===== config.mk =====
export PLATFORM = sky130hd
export DESIGN_NAME = bst_scheduler
export DESIGN_NICKNAME = d
export VERILOG_FILES = /design/src/bst_scheduler.v /design/src/bst_sync2.v /design/src/bst_tick.v
export VERILOG_INCLUDE_DIRS = /design/src
export SDC_FILE = /design/constraint.sdc
export NUM_CORES = 1
export LEC_CHECK = 0
export ABC_AREA = 0
export BUFFER_PORTS_ARGS = -buffer_cell sky130_fd_sc_hd__buf_2
export CAP_MARGIN = 10
export CORE_ASPECT_RATIO = 1.25
export CORE_MARGIN = 4
export CORE_UTILIZATION = 60
export DETAILED_ROUTE_END_ITERATION = 16
export PLACE_DENSITY = 0.79
export SLEW_MARGIN = 20
export SYNTH_ARGS = -nofsm -noshare
export SYNTH_HDL_FRONTEND = slang
export SYNTH_HIERARCHICAL = 1
export SYNTH_SLANG_ARGS = --single-unit

===== constraint.sdc =====
create_clock -name CLK -period 4.3 [get_ports CLK]
set_input_delay 0.645 -clock CLK [delete_from_list [all_inputs] [get_ports CLK]]
set_output_delay 0.645 -clock CLK [all_outputs]
set_load 0.05 [all_outputs]

===== src/bst_defines.vh =====
// shared constants of the transmit scheduler
`ifndef BST_DEFINES_VH
`define BST_DEFINES_VH

// ****************************************************************
// timebase
// ****************************************************************
`define BST_CLK_HZ 10000000
`define BST_MS_PER_S 1000
`define BST_WAKE_MS 3
`define BST_BURST_MS 15
`define BST_BEACON_S 2

// ****************************************************************
// register byte offsets
// ****************************************************************
`define BST_REG_CTRL 4'h0
`define BST_REG_IDENT 4'h4
`define BST_REG_STATUS 4'h8
`define BST_REG_TXCOUNT 4'hc

// ****************************************************************
// register fields and reset values
// ****************************************************************
`define BST_CTRL_EN_BIT 0
`define BST_CTRL_RESET 32'h0000_0001
`define BST_IDENT_RESET 32'h1234_5678
`define BST_ST_READY_BIT 0
`define BST_ST_BEACON_BIT 1
`define BST_ST_ACTIVE_BIT 2
`define BST_ST_KIND_BIT 3
`define BST_ST_SW_LSB 4
`define BST_ST_STRAP_LSB 8

// ****************************************************************
// bus answers and packet kinds
// ****************************************************************
`define BST_RESP_OKAY 2'b00
`define BST_RESP_SLVERR 2'b10
`define BST_KIND_SWITCH 1'b0
`define BST_KIND_BEACON 1'b1

`endif


===== src/bst_scheduler.v =====
// transmit scheduler with register slave
//
// The AXI4-Lite interface to the registers and the register addresses were chosen for this implementation.
`timescale 1ns/100ps
`include "bst_defines.vh"
module bst_scheduler #(
    parameter CYCLES_PER_MS = `BST_CLK_HZ / `BST_MS_PER_S, // shortens sims
    parameter BURST_MS = `BST_BURST_MS,                     // burst length
    parameter BEACON_MS = `BST_BEACON_S * `BST_MS_PER_S,   // beacon period
    parameter WAKE_MS = `BST_WAKE_MS                        // start-up wait
) (
    input wire CLK,                  // 10 MHz clock
    input wire SYS_RST,              // synchronous reset, high
    input wire SWITCH_INPUT_A,       // switch a pin
    input wire SWITCH_INPUT_B,       // switch b pin
    input wire SWITCH_INPUT_C,       // switch c pin
    input wire [2:0] MODE_STRAP,     // mode strap pins
    output reg TRANSMIT_INDICATOR,   // high during a burst
    output reg TX_START,             // pulse: packet starts
    output reg TX_KIND,              // 1 beacon, 0 switch
    output reg [2:0] TX_SWITCHES,    // switch levels in packet
    output reg [31:0] TX_IDENT,      // identity code in packet
    input wire [3:0] AWADDR,         // write address
    input wire AWVALID,              // write address valid
    output reg AWREADY,              // write address ready
    input wire [31:0] WDATA,         // write data
    input wire [3:0] WSTRB,          // write byte strobes
    input wire WVALID,               // write data valid
    output reg WREADY,               // write data ready
    output reg [1:0] BRESP,          // write response
    output reg BVALID,               // write response valid
    input wire BREADY,               // write response ready
    input wire [3:0] ARADDR,         // read address
    input wire ARVALID,              // read address valid
    output reg ARREADY,              // read address ready
    output reg [31:0] RDATA,         // read data
    output reg [1:0] RRESP,          // read response
    output reg RVALID,               // read data valid
    input wire RREADY                // read data ready
);
    // ****************************************************************
    // states and widths
    // ****************************************************************
    localparam [1:0] ST_WAKE = 2'd0;   // start-up wait
    localparam [1:0] ST_IDLE = 2'd1;   // low-power between bursts
    localparam [1:0] ST_BURST = 2'd2;  // transmitting
    localparam [1:0] ST_OFF = 2'd3;    // straps chose another mode
    localparam CW = 16;                // ms counter width
    localparam [CW-1:0] BURST_LAST = BURST_MS - 1;
    localparam [CW-1:0] BEACON_LAST = BEACON_MS - 1;
    localparam [CW-1:0] WAKE_LAST = WAKE_MS - 1;

    // merge a write under byte strobes
    function [31:0] merge;
        input [31:0] old;
        input [31:0] data;
        input [3:0] strb;
        integer i;
        begin
            merge = old;
            for (i = 0; i < 4; i = i + 1) begin
                if (strb[i]) begin
                    merge[i*8 +: 8] = data[i*8 +: 8];
                end
            end
        end
    endfunction

    // ****************************************************************
    // signals
    // ****************************************************************
    wire [5:0] pins_sync;             // synchronised switches and straps
    wire [2:0] sw;                    // switches, active high
    wire [2:0] strap;                 // straps after synchroniser
    wire ms_tick;                     // one pulse per ms
    reg [2:0] sw_prev_ff;             // switches last cycle
    reg [2:0] strap_ff;               // straps caught once
    reg [1:0] state_ff;               // scheduler state
    reg [1:0] nxt_state;
    reg [CW-1:0] ms_cnt_ff;           // ms in wake or burst
    reg [CW-1:0] nxt_ms_cnt;
    reg [CW-1:0] beacon_cnt_ff;       // ms since last beacon
    reg [CW-1:0] nxt_beacon_cnt;
    reg beacon_due_ff;                // beacon interval elapsed
    reg nxt_beacon_due;
    reg start;                        // a burst begins this cycle
    reg start_kind;                   // its kind
    reg [31:0] ctrl_ff;               // control register
    reg [31:0] ident_ff;              // serial identity code
    reg [31:0] txcount_ff;            // bursts sent
    reg [3:0] aw_addr_ff;             // held write address
    reg aw_held_ff;                   // write address taken
    reg [31:0] w_data_ff;             // held write data
    reg [3:0] w_strb_ff;              // held strobes
    reg w_held_ff;                    // write data taken
    wire sw_any = |sw;                // any switch asserted
    wire sw_rise = |(sw & ~sw_prev_ff); // a switch just went high
    wire enabled = ctrl_ff[`BST_CTRL_EN_BIT];
    wire [31:0] status;               // live status word

    // ****************************************************************
    // pins and timebase
    // ****************************************************************
    bst_sync2 #(.WIDTH(6)) u_sync (
        .clk(CLK),
        .rst(SYS_RST),
        .d_async({MODE_STRAP, SWITCH_INPUT_C, SWITCH_INPUT_B, SWITCH_INPUT_A}),
        .q_sync(pins_sync)
    );
    assign sw = pins_sync[2:0];       // high level means asserted
    assign strap = pins_sync[5:3];

    // restart on each burst so a burst lasts whole ms periods
    bst_tick #(.CYCLES(CYCLES_PER_MS), .CW(CW)) u_tick (
        .clk(CLK),
        .rst(SYS_RST),
        .restart(start),
        .tick(ms_tick)
    );

    // ****************************************************************
    // scheduler next state
    // ****************************************************************
    always @* begin
        nxt_state = state_ff;
        nxt_ms_cnt = ms_cnt_ff;
        nxt_beacon_cnt = beacon_cnt_ff;
        nxt_beacon_due = beacon_due_ff;
        start = 1'b0;
        start_kind = `BST_KIND_SWITCH;
        // beacon interval runs in idle and burst alike
        if ((state_ff == ST_IDLE || state_ff == ST_BURST) && ms_tick) begin
            if (beacon_cnt_ff == BEACON_LAST) begin
                nxt_beacon_due = 1'b1;
            end else begin
                nxt_beacon_cnt = beacon_cnt_ff + 1'b1;
            end
        end
        case (state_ff)
            ST_WAKE: begin
                if (ms_tick) begin
                    nxt_ms_cnt = ms_cnt_ff + 1'b1;
                    if (ms_cnt_ff == WAKE_LAST) begin
                        // straps decide once
                        nxt_state = (strap == 3'b000) ? ST_IDLE : ST_OFF;
                        nxt_ms_cnt = {CW{1'b0}};
                    end
                end
            end
            ST_IDLE: begin
                if (enabled && sw_any) begin
                    start = 1'b1;             // no wait for the interval
                end else if (enabled && beacon_due_ff) begin
                    start = 1'b1;             // periodic identity packet
                    start_kind = `BST_KIND_BEACON;
                end
            end
            ST_BURST: begin
                if (enabled && sw_rise) begin
                    start = 1'b1;             // fresh press cuts
                end else if (ms_tick && ms_cnt_ff == BURST_LAST) begin
                    if (enabled && sw_any) begin
                        start = 1'b1;         // repeat while held
                    end else if (enabled && beacon_due_ff) begin
                        start = 1'b1;
                        start_kind = `BST_KIND_BEACON;
                    end else begin
                        nxt_state = ST_IDLE;  // back to low power
                    end
                end else if (ms_tick) begin
                    nxt_ms_cnt = ms_cnt_ff + 1'b1;
                end
            end
            ST_OFF: begin
                nxt_state = ST_OFF;           // other modes live elsewhere
            end
            default: begin
                nxt_state = ST_WAKE;
            end
        endcase
        if (start) begin
            nxt_state = ST_BURST;
            nxt_ms_cnt = {CW{1'b0}};
            if (start_kind == `BST_KIND_BEACON) begin
                nxt_beacon_cnt = {CW{1'b0}};
                nxt_beacon_due = 1'b0;
            end
        end
    end

    // ****************************************************************
    // scheduler registers and packet outputs
    // ****************************************************************
    always @(posedge CLK) begin
        if (SYS_RST) begin
            state_ff <= ST_WAKE;
            ms_cnt_ff <= {CW{1'b0}};
            beacon_cnt_ff <= {CW{1'b0}};
            beacon_due_ff <= 1'b1;           // first beacon right after wake
            sw_prev_ff <= 3'b000;
            strap_ff <= 3'b000;
            txcount_ff <= 32'h0000_0000;
            TRANSMIT_INDICATOR <= 1'b0;
            TX_START <= 1'b0;
            TX_KIND <= `BST_KIND_SWITCH;
            TX_SWITCHES <= 3'b000;
            TX_IDENT <= 32'h0000_0000;
        end else begin
            state_ff <= nxt_state;
            ms_cnt_ff <= nxt_ms_cnt;
            beacon_cnt_ff <= nxt_beacon_cnt;
            beacon_due_ff <= nxt_beacon_due;
            sw_prev_ff <= sw;
            // copy at end of wake only
            if (state_ff == ST_WAKE && ms_tick && ms_cnt_ff == WAKE_LAST) begin
                strap_ff <= strap;
            end
            TX_START <= start;
            TRANSMIT_INDICATOR <= (nxt_state == ST_BURST);
            if (start) begin
                txcount_ff <= txcount_ff + 1'b1;
                TX_KIND <= start_kind;       // tells the receiver why
                TX_IDENT <= ident_ff;
                // beacon reports as an input-one event
                TX_SWITCHES <= (start_kind == `BST_KIND_BEACON) ?
                               (sw | 3'b001) : sw;
            end
        end
    end

    // ****************************************************************
    // register write channel
    // ****************************************************************
    // address and data in either order
    always @(posedge CLK) begin
        if (SYS_RST) begin
            AWREADY <= 1'b1;
            WREADY <= 1'b1;
            BVALID <= 1'b0;
            BRESP <= `BST_RESP_OKAY;
            aw_held_ff <= 1'b0;
            w_held_ff <= 1'b0;
            aw_addr_ff <= 4'h0;
            w_data_ff <= 32'h0000_0000;
            w_strb_ff <= 4'h0;
            ctrl_ff <= `BST_CTRL_RESET;
            ident_ff <= `BST_IDENT_RESET;
        end else begin
            if (AWVALID && AWREADY) begin
                aw_addr_ff <= AWADDR;
                aw_held_ff <= 1'b1;
                AWREADY <= 1'b0;
            end
            if (WVALID && WREADY) begin
                w_data_ff <= WDATA;
                w_strb_ff <= WSTRB;
                w_held_ff <= 1'b1;
                WREADY <= 1'b0;
            end
            if (aw_held_ff && w_held_ff && !BVALID) begin
                aw_held_ff <= 1'b0;
                w_held_ff <= 1'b0;
                BVALID <= 1'b1;
                BRESP <= `BST_RESP_OKAY;
                case (aw_addr_ff)
                    `BST_REG_CTRL: ctrl_ff <= merge(ctrl_ff, w_data_ff, w_strb_ff);
                    `BST_REG_IDENT: ident_ff <= merge(ident_ff, w_data_ff, w_strb_ff);
                    `BST_REG_STATUS: BRESP <= `BST_RESP_OKAY;  // read-only
                    `BST_REG_TXCOUNT: BRESP <= `BST_RESP_OKAY; // read-only
                    default: BRESP <= `BST_RESP_SLVERR;        // unmapped
                endcase
            end
            // reopen after the response
            if (BVALID && BREADY) begin
                BVALID <= 1'b0;
                AWREADY <= 1'b1;
                WREADY <= 1'b1;
            end
        end
    end

    // ****************************************************************
    // register read channel
    // ****************************************************************
    assign status = {21'h00_0000, strap_ff, 1'b0, sw,
                     TX_KIND, TRANSMIT_INDICATOR,
                     (state_ff == ST_IDLE || state_ff == ST_BURST),
                     (state_ff != ST_WAKE)};

    // one read at a time
    always @(posedge CLK) begin
        if (SYS_RST) begin
            ARREADY <= 1'b1;
            RVALID <= 1'b0;
            RDATA <= 32'h0000_0000;
            RRESP <= `BST_RESP_OKAY;
        end else begin
            if (ARVALID && ARREADY) begin
                ARREADY <= 1'b0;
                RVALID <= 1'b1;
                RRESP <= `BST_RESP_OKAY;
                case (ARADDR)
                    `BST_REG_CTRL: RDATA <= ctrl_ff;
                    `BST_REG_IDENT: RDATA <= ident_ff;
                    `BST_REG_STATUS: RDATA <= status;
                    `BST_REG_TXCOUNT: RDATA <= txcount_ff;
                    default: begin
                        RDATA <= 32'h0000_0000;
                        RRESP <= `BST_RESP_SLVERR;
                    end
                endcase
            end else if (RVALID && RREADY) begin
                RVALID <= 1'b0;
                ARREADY <= 1'b1;
            end
        end
    end
endmodule // bst_scheduler


===== src/bst_sync2.v =====
// two flip-flop synchroniser
`timescale 1ns/100ps
module bst_sync2 #(
    parameter WIDTH = 6
) (
    input wire clk,                 // system clock
    input wire rst,                 // synchronous reset, high
    input wire [WIDTH-1:0] d_async, // pin levels
    output reg [WIDTH-1:0] q_sync   // levels safe to use
);
    // first stage, read only by the second stage
    reg [WIDTH-1:0] meta_ff;

    // ****************************************************************
    // two stages
    // ****************************************************************
    always @(posedge clk) begin
        if (rst) begin
            meta_ff <= {WIDTH{1'b0}};
            q_sync <= {WIDTH{1'b0}};
        end else begin
            meta_ff <= d_async;
            q_sync <= meta_ff;
        end
    end
endmodule // bst_sync2


===== src/bst_tick.v =====
// millisecond enable divider with restart
`timescale 1ns/100ps
module bst_tick #(
    parameter CYCLES = 10000,  // clock cycles per tick
    parameter CW = 16          // counter width
) (
    input wire clk,     // system clock
    input wire rst,     // synchronous reset, high
    input wire restart, // realign the tick phase
    output reg tick     // one-cycle enable each period
);
    reg [CW-1:0] cnt_ff;                      // cycles into the period
    localparam [CW-1:0] LAST = CYCLES - 1;    // terminal count

    // ****************************************************************
    // divider
    // ****************************************************************
    always @(posedge clk) begin
        if (rst || restart) begin
            cnt_ff <= {CW{1'b0}};
            tick <= 1'b0;
        end else if (cnt_ff == LAST) begin
            cnt_ff <= {CW{1'b0}};
            tick <= 1'b1;
        end else begin
            cnt_ff <= cnt_ff + 1'b1;
            tick <= 1'b0;
        end
    end
endmodule // bst_tick

== Yosys cells after proc, flatten, opt, wreduce, memory -nomap -nowiden ==
Cells that the tools add are included.

* Equality and inequality tests: 18
* $add $sub $neg: 4
* Bitwise operators: 2
* Muxes and demuxes: 41
* Reduce and logical (&&, ||, !) cells: 41

{| class="wikitable"
|+ Operator list
! operator !! number
|-
| $mux 16 || 9
|-
| $pmux 32 s4 || 1
|-
| $add 16x1->16 const B || 3
|-
| $add 32x1->32 const B || 1
|-
| $pmux 16 s2 || 1
|-
| $reduce_and 3->1 || 8
|-
| $mux 2 || 10
|-
| $mux 1 || 17
|-
| $eq 16x11->1 const B || 1
|-
| $eq 16x14->1 const B || 1
|-
| $eq 16x2->1 const B || 1
|-
| $eq 16x4->1 const B || 1
|-
| $eq 4x4->1 const B || 4
|-
| $logic_and 1x1->1 || 14
|-
| $eq 4x3->1 const B || 2
|-
| $logic_not 4->1 || 2
|-
| $reduce_or 2->1 || 4
|-
| $reduce_or 4->1 || 2
|-
| $eq 2x2->1 const B || 3
|-
| $pmux 2 s3 || 1
|-
| $reduce_bool 2->1 || 3
|-
| $reduce_or 3->1 || 2
|-
| $reduce_and 5->1 || 1
|-
| $ne 2x1->1 const B || 2
|-
| other kinds (9) || 12
|}

* Logic and storage cells: 143
* Register bits after elaboration: 287
* Input port bits: 57
* Output and inout bits: 79

== Longest topological paths before layout ==
* Depth after elaboration: 8
* Mapped depth: 12
* Mapped depth without buffers: 10

== Cells and area by module ==
The synthesis kept the hierarchy.

{| class="wikitable"
|+ Modules (own cells, without submodules)
! module !! area each (sq um) !! instances !! sequential area each (sq um) !! cells an instance
|-
| bst_scheduler || 10571.4 || 1 || 5124.9 || 1320
|-
| bst_tick || 726.9 || 1 || 340.3 || 79
|-
| bst_sync2 || 366.6 || 1 || 240.2 || 25
|}

== Least setup slack after synthesis ==
No wires, ideal clock.

* Path type: register -> register
* From: register state_ff[1]
* To: register txcount_ff[25]
* Arrival time: 2.032 ns
* Library setup time: 0.070 ns
* Stages on the path, launching flop included: 10
* Path buffers: 2
* Data required time: 4.230 ns
* Path slack: 2.197 ns
* Clock period less this slack: 2.103 ns
* Cells stage by stage: dfxtp_1 -> inv_1 -> ha_1 -> buf_4 -> nand4_1 -> nor4_2 -> o211ai_2 -> buf_6 -> or3_1 -> a21oi_1

* Cells in the longest elaborated chain, start to end: 2
* Elaborated cells on any way between the ends: 3
* Classes of those cells: 2 x eq/ne; 1 x mux

{| class="wikitable"
|+ RTL lines
! what !! line !! text
|-
| start, declared || bst_scheduler.v:78 || <nowiki>reg [1:0] state_ff;</nowiki>
|-
| start signal, assigned || bst_scheduler.v:209 || <nowiki>state_ff <= nxt_state;</nowiki>
|-
| $eq 2x2->1 / $eq 2x1->1 (equally long branches) || bst_scheduler.v:139 || <nowiki>case (state_ff)</nowiki>
|-
| $pmux 1 s2 (*) || bst_scheduler.v:139 ||
|-
| end signal, assigned || bst_scheduler.v:221 || <nowiki>txcount_ff <= txcount_ff + 1'b1;</nowiki>
|-
| end, declared || bst_scheduler.v:90 || <nowiki>reg [31:0] txcount_ff;</nowiki>
|}

Mark *: on every way between the ends. The rest lies on a longest branch, timed or not.
A chain may end at the register's enable or synchronous reset.

== Worst setup path after layout ==
* From: register ms_cnt_ff[1]
* To: register TX_IDENT[5]

* Cells in the longest elaborated chain, start to end: 5

{| class="wikitable"
|+ RTL lines
! what !! line !! text
|-
| start, declared || bst_scheduler.v:80 || <nowiki>reg [CW-1:0] ms_cnt_ff;</nowiki>
|-
| start signal, assigned || bst_scheduler.v:197 || <nowiki>ms_cnt_ff <= {CW{1'b0}};</nowiki>
|-
| start signal, assigned || bst_scheduler.v:210 || <nowiki>ms_cnt_ff <= nxt_ms_cnt;</nowiki>
|-
| $eq 16x4->1 || bst_scheduler.v:161 || <nowiki>end else if (ms_tick && ms_cnt_ff == BURST_LAST) begin</nowiki>
|-
| $logic_and 1x1->1 || bst_scheduler.v:161 ||
|-
| $mux 1 || bst_scheduler.v:161 ||
|-
| $mux 1 || bst_scheduler.v:159 || <nowiki>if (enabled && sw_rise) begin</nowiki>
|-
| $pmux 1 s2 || bst_scheduler.v:139 ||
|-
| end signal, assigned || bst_scheduler.v:223 || <nowiki>TX_IDENT <= ident_ff;</nowiki>
|-
| end, declared || bst_scheduler.v:22 || <nowiki>output reg [31:0] TX_IDENT,</nowiki>
|}

No other way between the ends.

==> results.json <==
{
  "cp_max_fo": 23,
  "die_h_um": 164,
  "drive_gt1_share_pct": 15.2,
  "period_share_pct": 61.0,
  "peakVddDrop_v": 0.000341,
  "drv_cap": 0,
  "grt_max_degree": 108,
  "critical_path.top_delay_family": "buffers and inverters",
  "worst-path-buf-inv": 3,
  "clkSinkCount": 285,
  "path_cells": "ha_1 -> nor4b_4 -> nand2_2 -> nor4_4 -> buf_4 -> o21ai_4 -> inv_2 -> buf_4 -> nand2_1 -> a21oi_1",
  "slowest_delay_ns": 0.42,
  "hold_class": "in2reg",
  "clkTransAtPathRegs_ns": 0.06,
  "cts_buffer_depth": 3,
  "hold_viol_final": 0,
  "place_hpwl_mm": 19.8,
  "cts_tree": "yes",
  "grt_antenna_before_repair": 0,
  "grt_overflow": 0,
  "cp.required_ns": 4.75,
  "fin_crit_ns": 2.62,
  "ys_async_sr_fraction_pct": 0,
  "ys_top_cells_by_area": "dfxtp_1 (49%), a21oi_1 (9.6%), nand2_1 (9.0%)",
  "syn2layout_area_growth_pct": 14.1,
  "synth-seq-cells": 285,
  "clock_latency_ns": 0.54,
  "rows": 56,
  "critPathKind": "reg2reg",
  "reg2reg_depth": 10,
  "p_leak_nw": 4.86,
  "postCtsSetupRepairBufs": 0,
  "max_freq_ghz": 0.381,
  "utilization_pct": 70.3,
  "cts_buffers": 28,
  "synthFlopType": "dfxtp_1",
  "power_density_nw_per_um2": 402,
  "synth_warnings": 6,
  "synth.largest_area_cell": "dfxtp_1",
  "tightest_slew_ns": 1.16,
  "pin_count": 136,
  "status": "finished, final reports clean",
  "wl_mm": 29.0,
  "dr.first_iter.drc_count": 753,
  "nNetsFinal": 1579,
  "drc": 0,
  "synth_area_per_cell_sq_um": 8.19,
  "end_kind": "flip-flop",
  "drv_slew": 0,
  "vias_per_cell": 5.79,
  "core_sq_um": 18900,
  "synth_cells": 1424,
  "crit_arrival_ns": 3.08,
  "die_w_um": 133,
  "crit_cells": 10,
  "grt_pass1_wl_mm": 47.3,
  "crit_top_cell": "buf_4",
  "post_cts_resized": 0,
  "vias": 10200,
  "htree_levels": 1,
  "relSlewSlack_pct": 22.4,
  "slowest_stage": "dfxtp_1",
  "ys_seq_area_share_pct": 48.9,
  "yosys.cell_types.count": 64,
  "port_buffers": 133,
  "synth_edf_count": 0,
  "grt_pass1_vias": 9532,
  "setup_total_negative_slack_ns": 0,
  "multi_input_area_sq_um": 5520,
  "antenna_left": 0,
  "seq_area_sq_um": 5710,
  "skew_ns": 0.0118,
  "grt.total_usage_pct": 26.0,
  "rsz0062_at_grt": "no",
  "ctsRootBufferMaster": "clkbuf_16",
  "nFillCells": 1537,
  "die_area_sq_um": 21700,
  "wl_per_cell_um": 16.4,
  "hold_path_depth": 2,
  "synth_area_sq_um": 11700,
  "antenna_cells": 0,
  "gp_congestion": 0.892,
  "critPathLaunchType": "flip-flop",
  "setup_viol": 0,
  "synth_top_area_share_pct": 48.9,
  "start_util_pct": 61.7,
  "firstDrtPassIters": 5,
  "postCtsHoldBufs": 0
}
==> state kept, by name, summed over array words and instances (netlist names), 2 cells and up <==
register / count
u_sync/q_sync: 6
w_data_ff: 32
aw_addr_ff: 4
ms_cnt_ff: 16
u_tick/cnt_ff: 16
beacon_cnt_ff: 16
w_strb_ff: 4
ctrl_ff: 32
strap_ff: 3
TX_IDENT: 32
RDATA: 32
txcount_ff: 32
sw_prev_ff: 3
state_ff: 2
u_sync/meta_ff: 6
TX_SWITCHES: 3
ident_ff: 32
==> power by group <==
part	switching (W)	internal [W]	leakage, nW
logic	0.000142	0.0000655	2.10
clock network	0.00102	0.00141	0.459
registers	0.0000396	0.00268	2.31
==> logic make-up (layout without fill, tap and decap cells) <==
family | count (synthesis) | after routing | share of synthesized area [%]
muxes | 3 | 3 | 0.268
other | 1 | 2 | 0.0321
buffers and inverters | 109 | 218 | 4.04
and+or+nand+nor | 645 | 645 | 26.0
xor gates and xnor gates | 53 | 53 | 3.98
DFF | 285 | 285 | 48.9
AOI/OAI and AO/OA | 319 | 319 | 15.8
adders and majority gates | 9 | 9 | 0.965
==> cells in the mapped netlist (18+ instances only) <==
master	number
nand3_1	93
inv_1	18
or3_1	22
o21ai_0	25
dfxtp_1	285
xnor2_1	31
nor2_1	118
a22oi_1	42
clkbuf_1	65
nand4_1	18
nor3_1	25
a21oi_1	224
xor2_1	22
nand2_1	281
==> path summary, 6_finish.rpt <==
path / slack (ns) / from / endpoint
setup / recovery: 1.68 / ms_cnt_ff[1] / TX_IDENT[5]
hold / removal: 0.32 / SWITCH_INPUT_C / u_sync/meta_ff[2]
setup reg to reg: 1.68 / ms_cnt_ff[1] / TX_IDENT[5]
hold reg to reg: 0.45 / u_sync/meta_ff[1] / u_sync/q_sync[1]
==> layer usage <==
layer	global-route usage (%)	part of all wire, %
met1	34.3	43
met3	3.77	6.4
met5	0	0
met2	44.8	49
met4	7.04	1.9
==> layout make-up <==
cell class | count | area share [%]
Tap cell | 232 | 2.18
Sequential cell | 285 | 42.9
Timing Repair Buffer | 148 | 5.99
Inverter | 19 | 0.536
Clock buffer | 37 | 5.90
Multi-Input combinational cell | 1031 | 41.5
Clock inverter | 14 | 1.01
==> worst register-to-register path: stages (launching register included) <==
cell and delay [ns]:
dfxtp_1 0.42, ha_1 0.19, nor4b_4 0.27, nand2_2 0.12
nor4_4 0.25, buf_4 0.27, o21ai_4 0.08, inv_2 0.29
buf_4 0.36, nand2_1 0.12, a21oi_1 0.16
==> per-stage QoR <==
stage               power, W  cell area, sq um  std cells  worst slack (ns)  hold slack [ns]
floorplan            0.00291             11700       1425              2.20            0.415
detailed placement   0.00298             12400       1715              1.75            0.437
finish               0.00535             13300       1766              1.68            0.317
global placement     0.00298             12400       1715              1.84            0.431
global route         0.00552             13300       1766              1.45            0.316
CTS                  0.00538             13300       1766              1.68            0.305
==> cells in the final DEF (no fill, tap or decap), types with 13 or more instances in the layout <==
master       n
nor3_1      25
a21oi_1    224
inv_1       18
clkbuf_16   29
nand2_1    280
buf_4       14
nor2_1     117
or3_1       22
nand3_1     93
nand4_1     18
xnor2_1     31
a22oi_1     42
buf_2      132
dfxtp_1    285
and3_1      13
xor2_1      22
nand3b_1    15
o21ai_0     24
(Power assumes the default switching activity.)
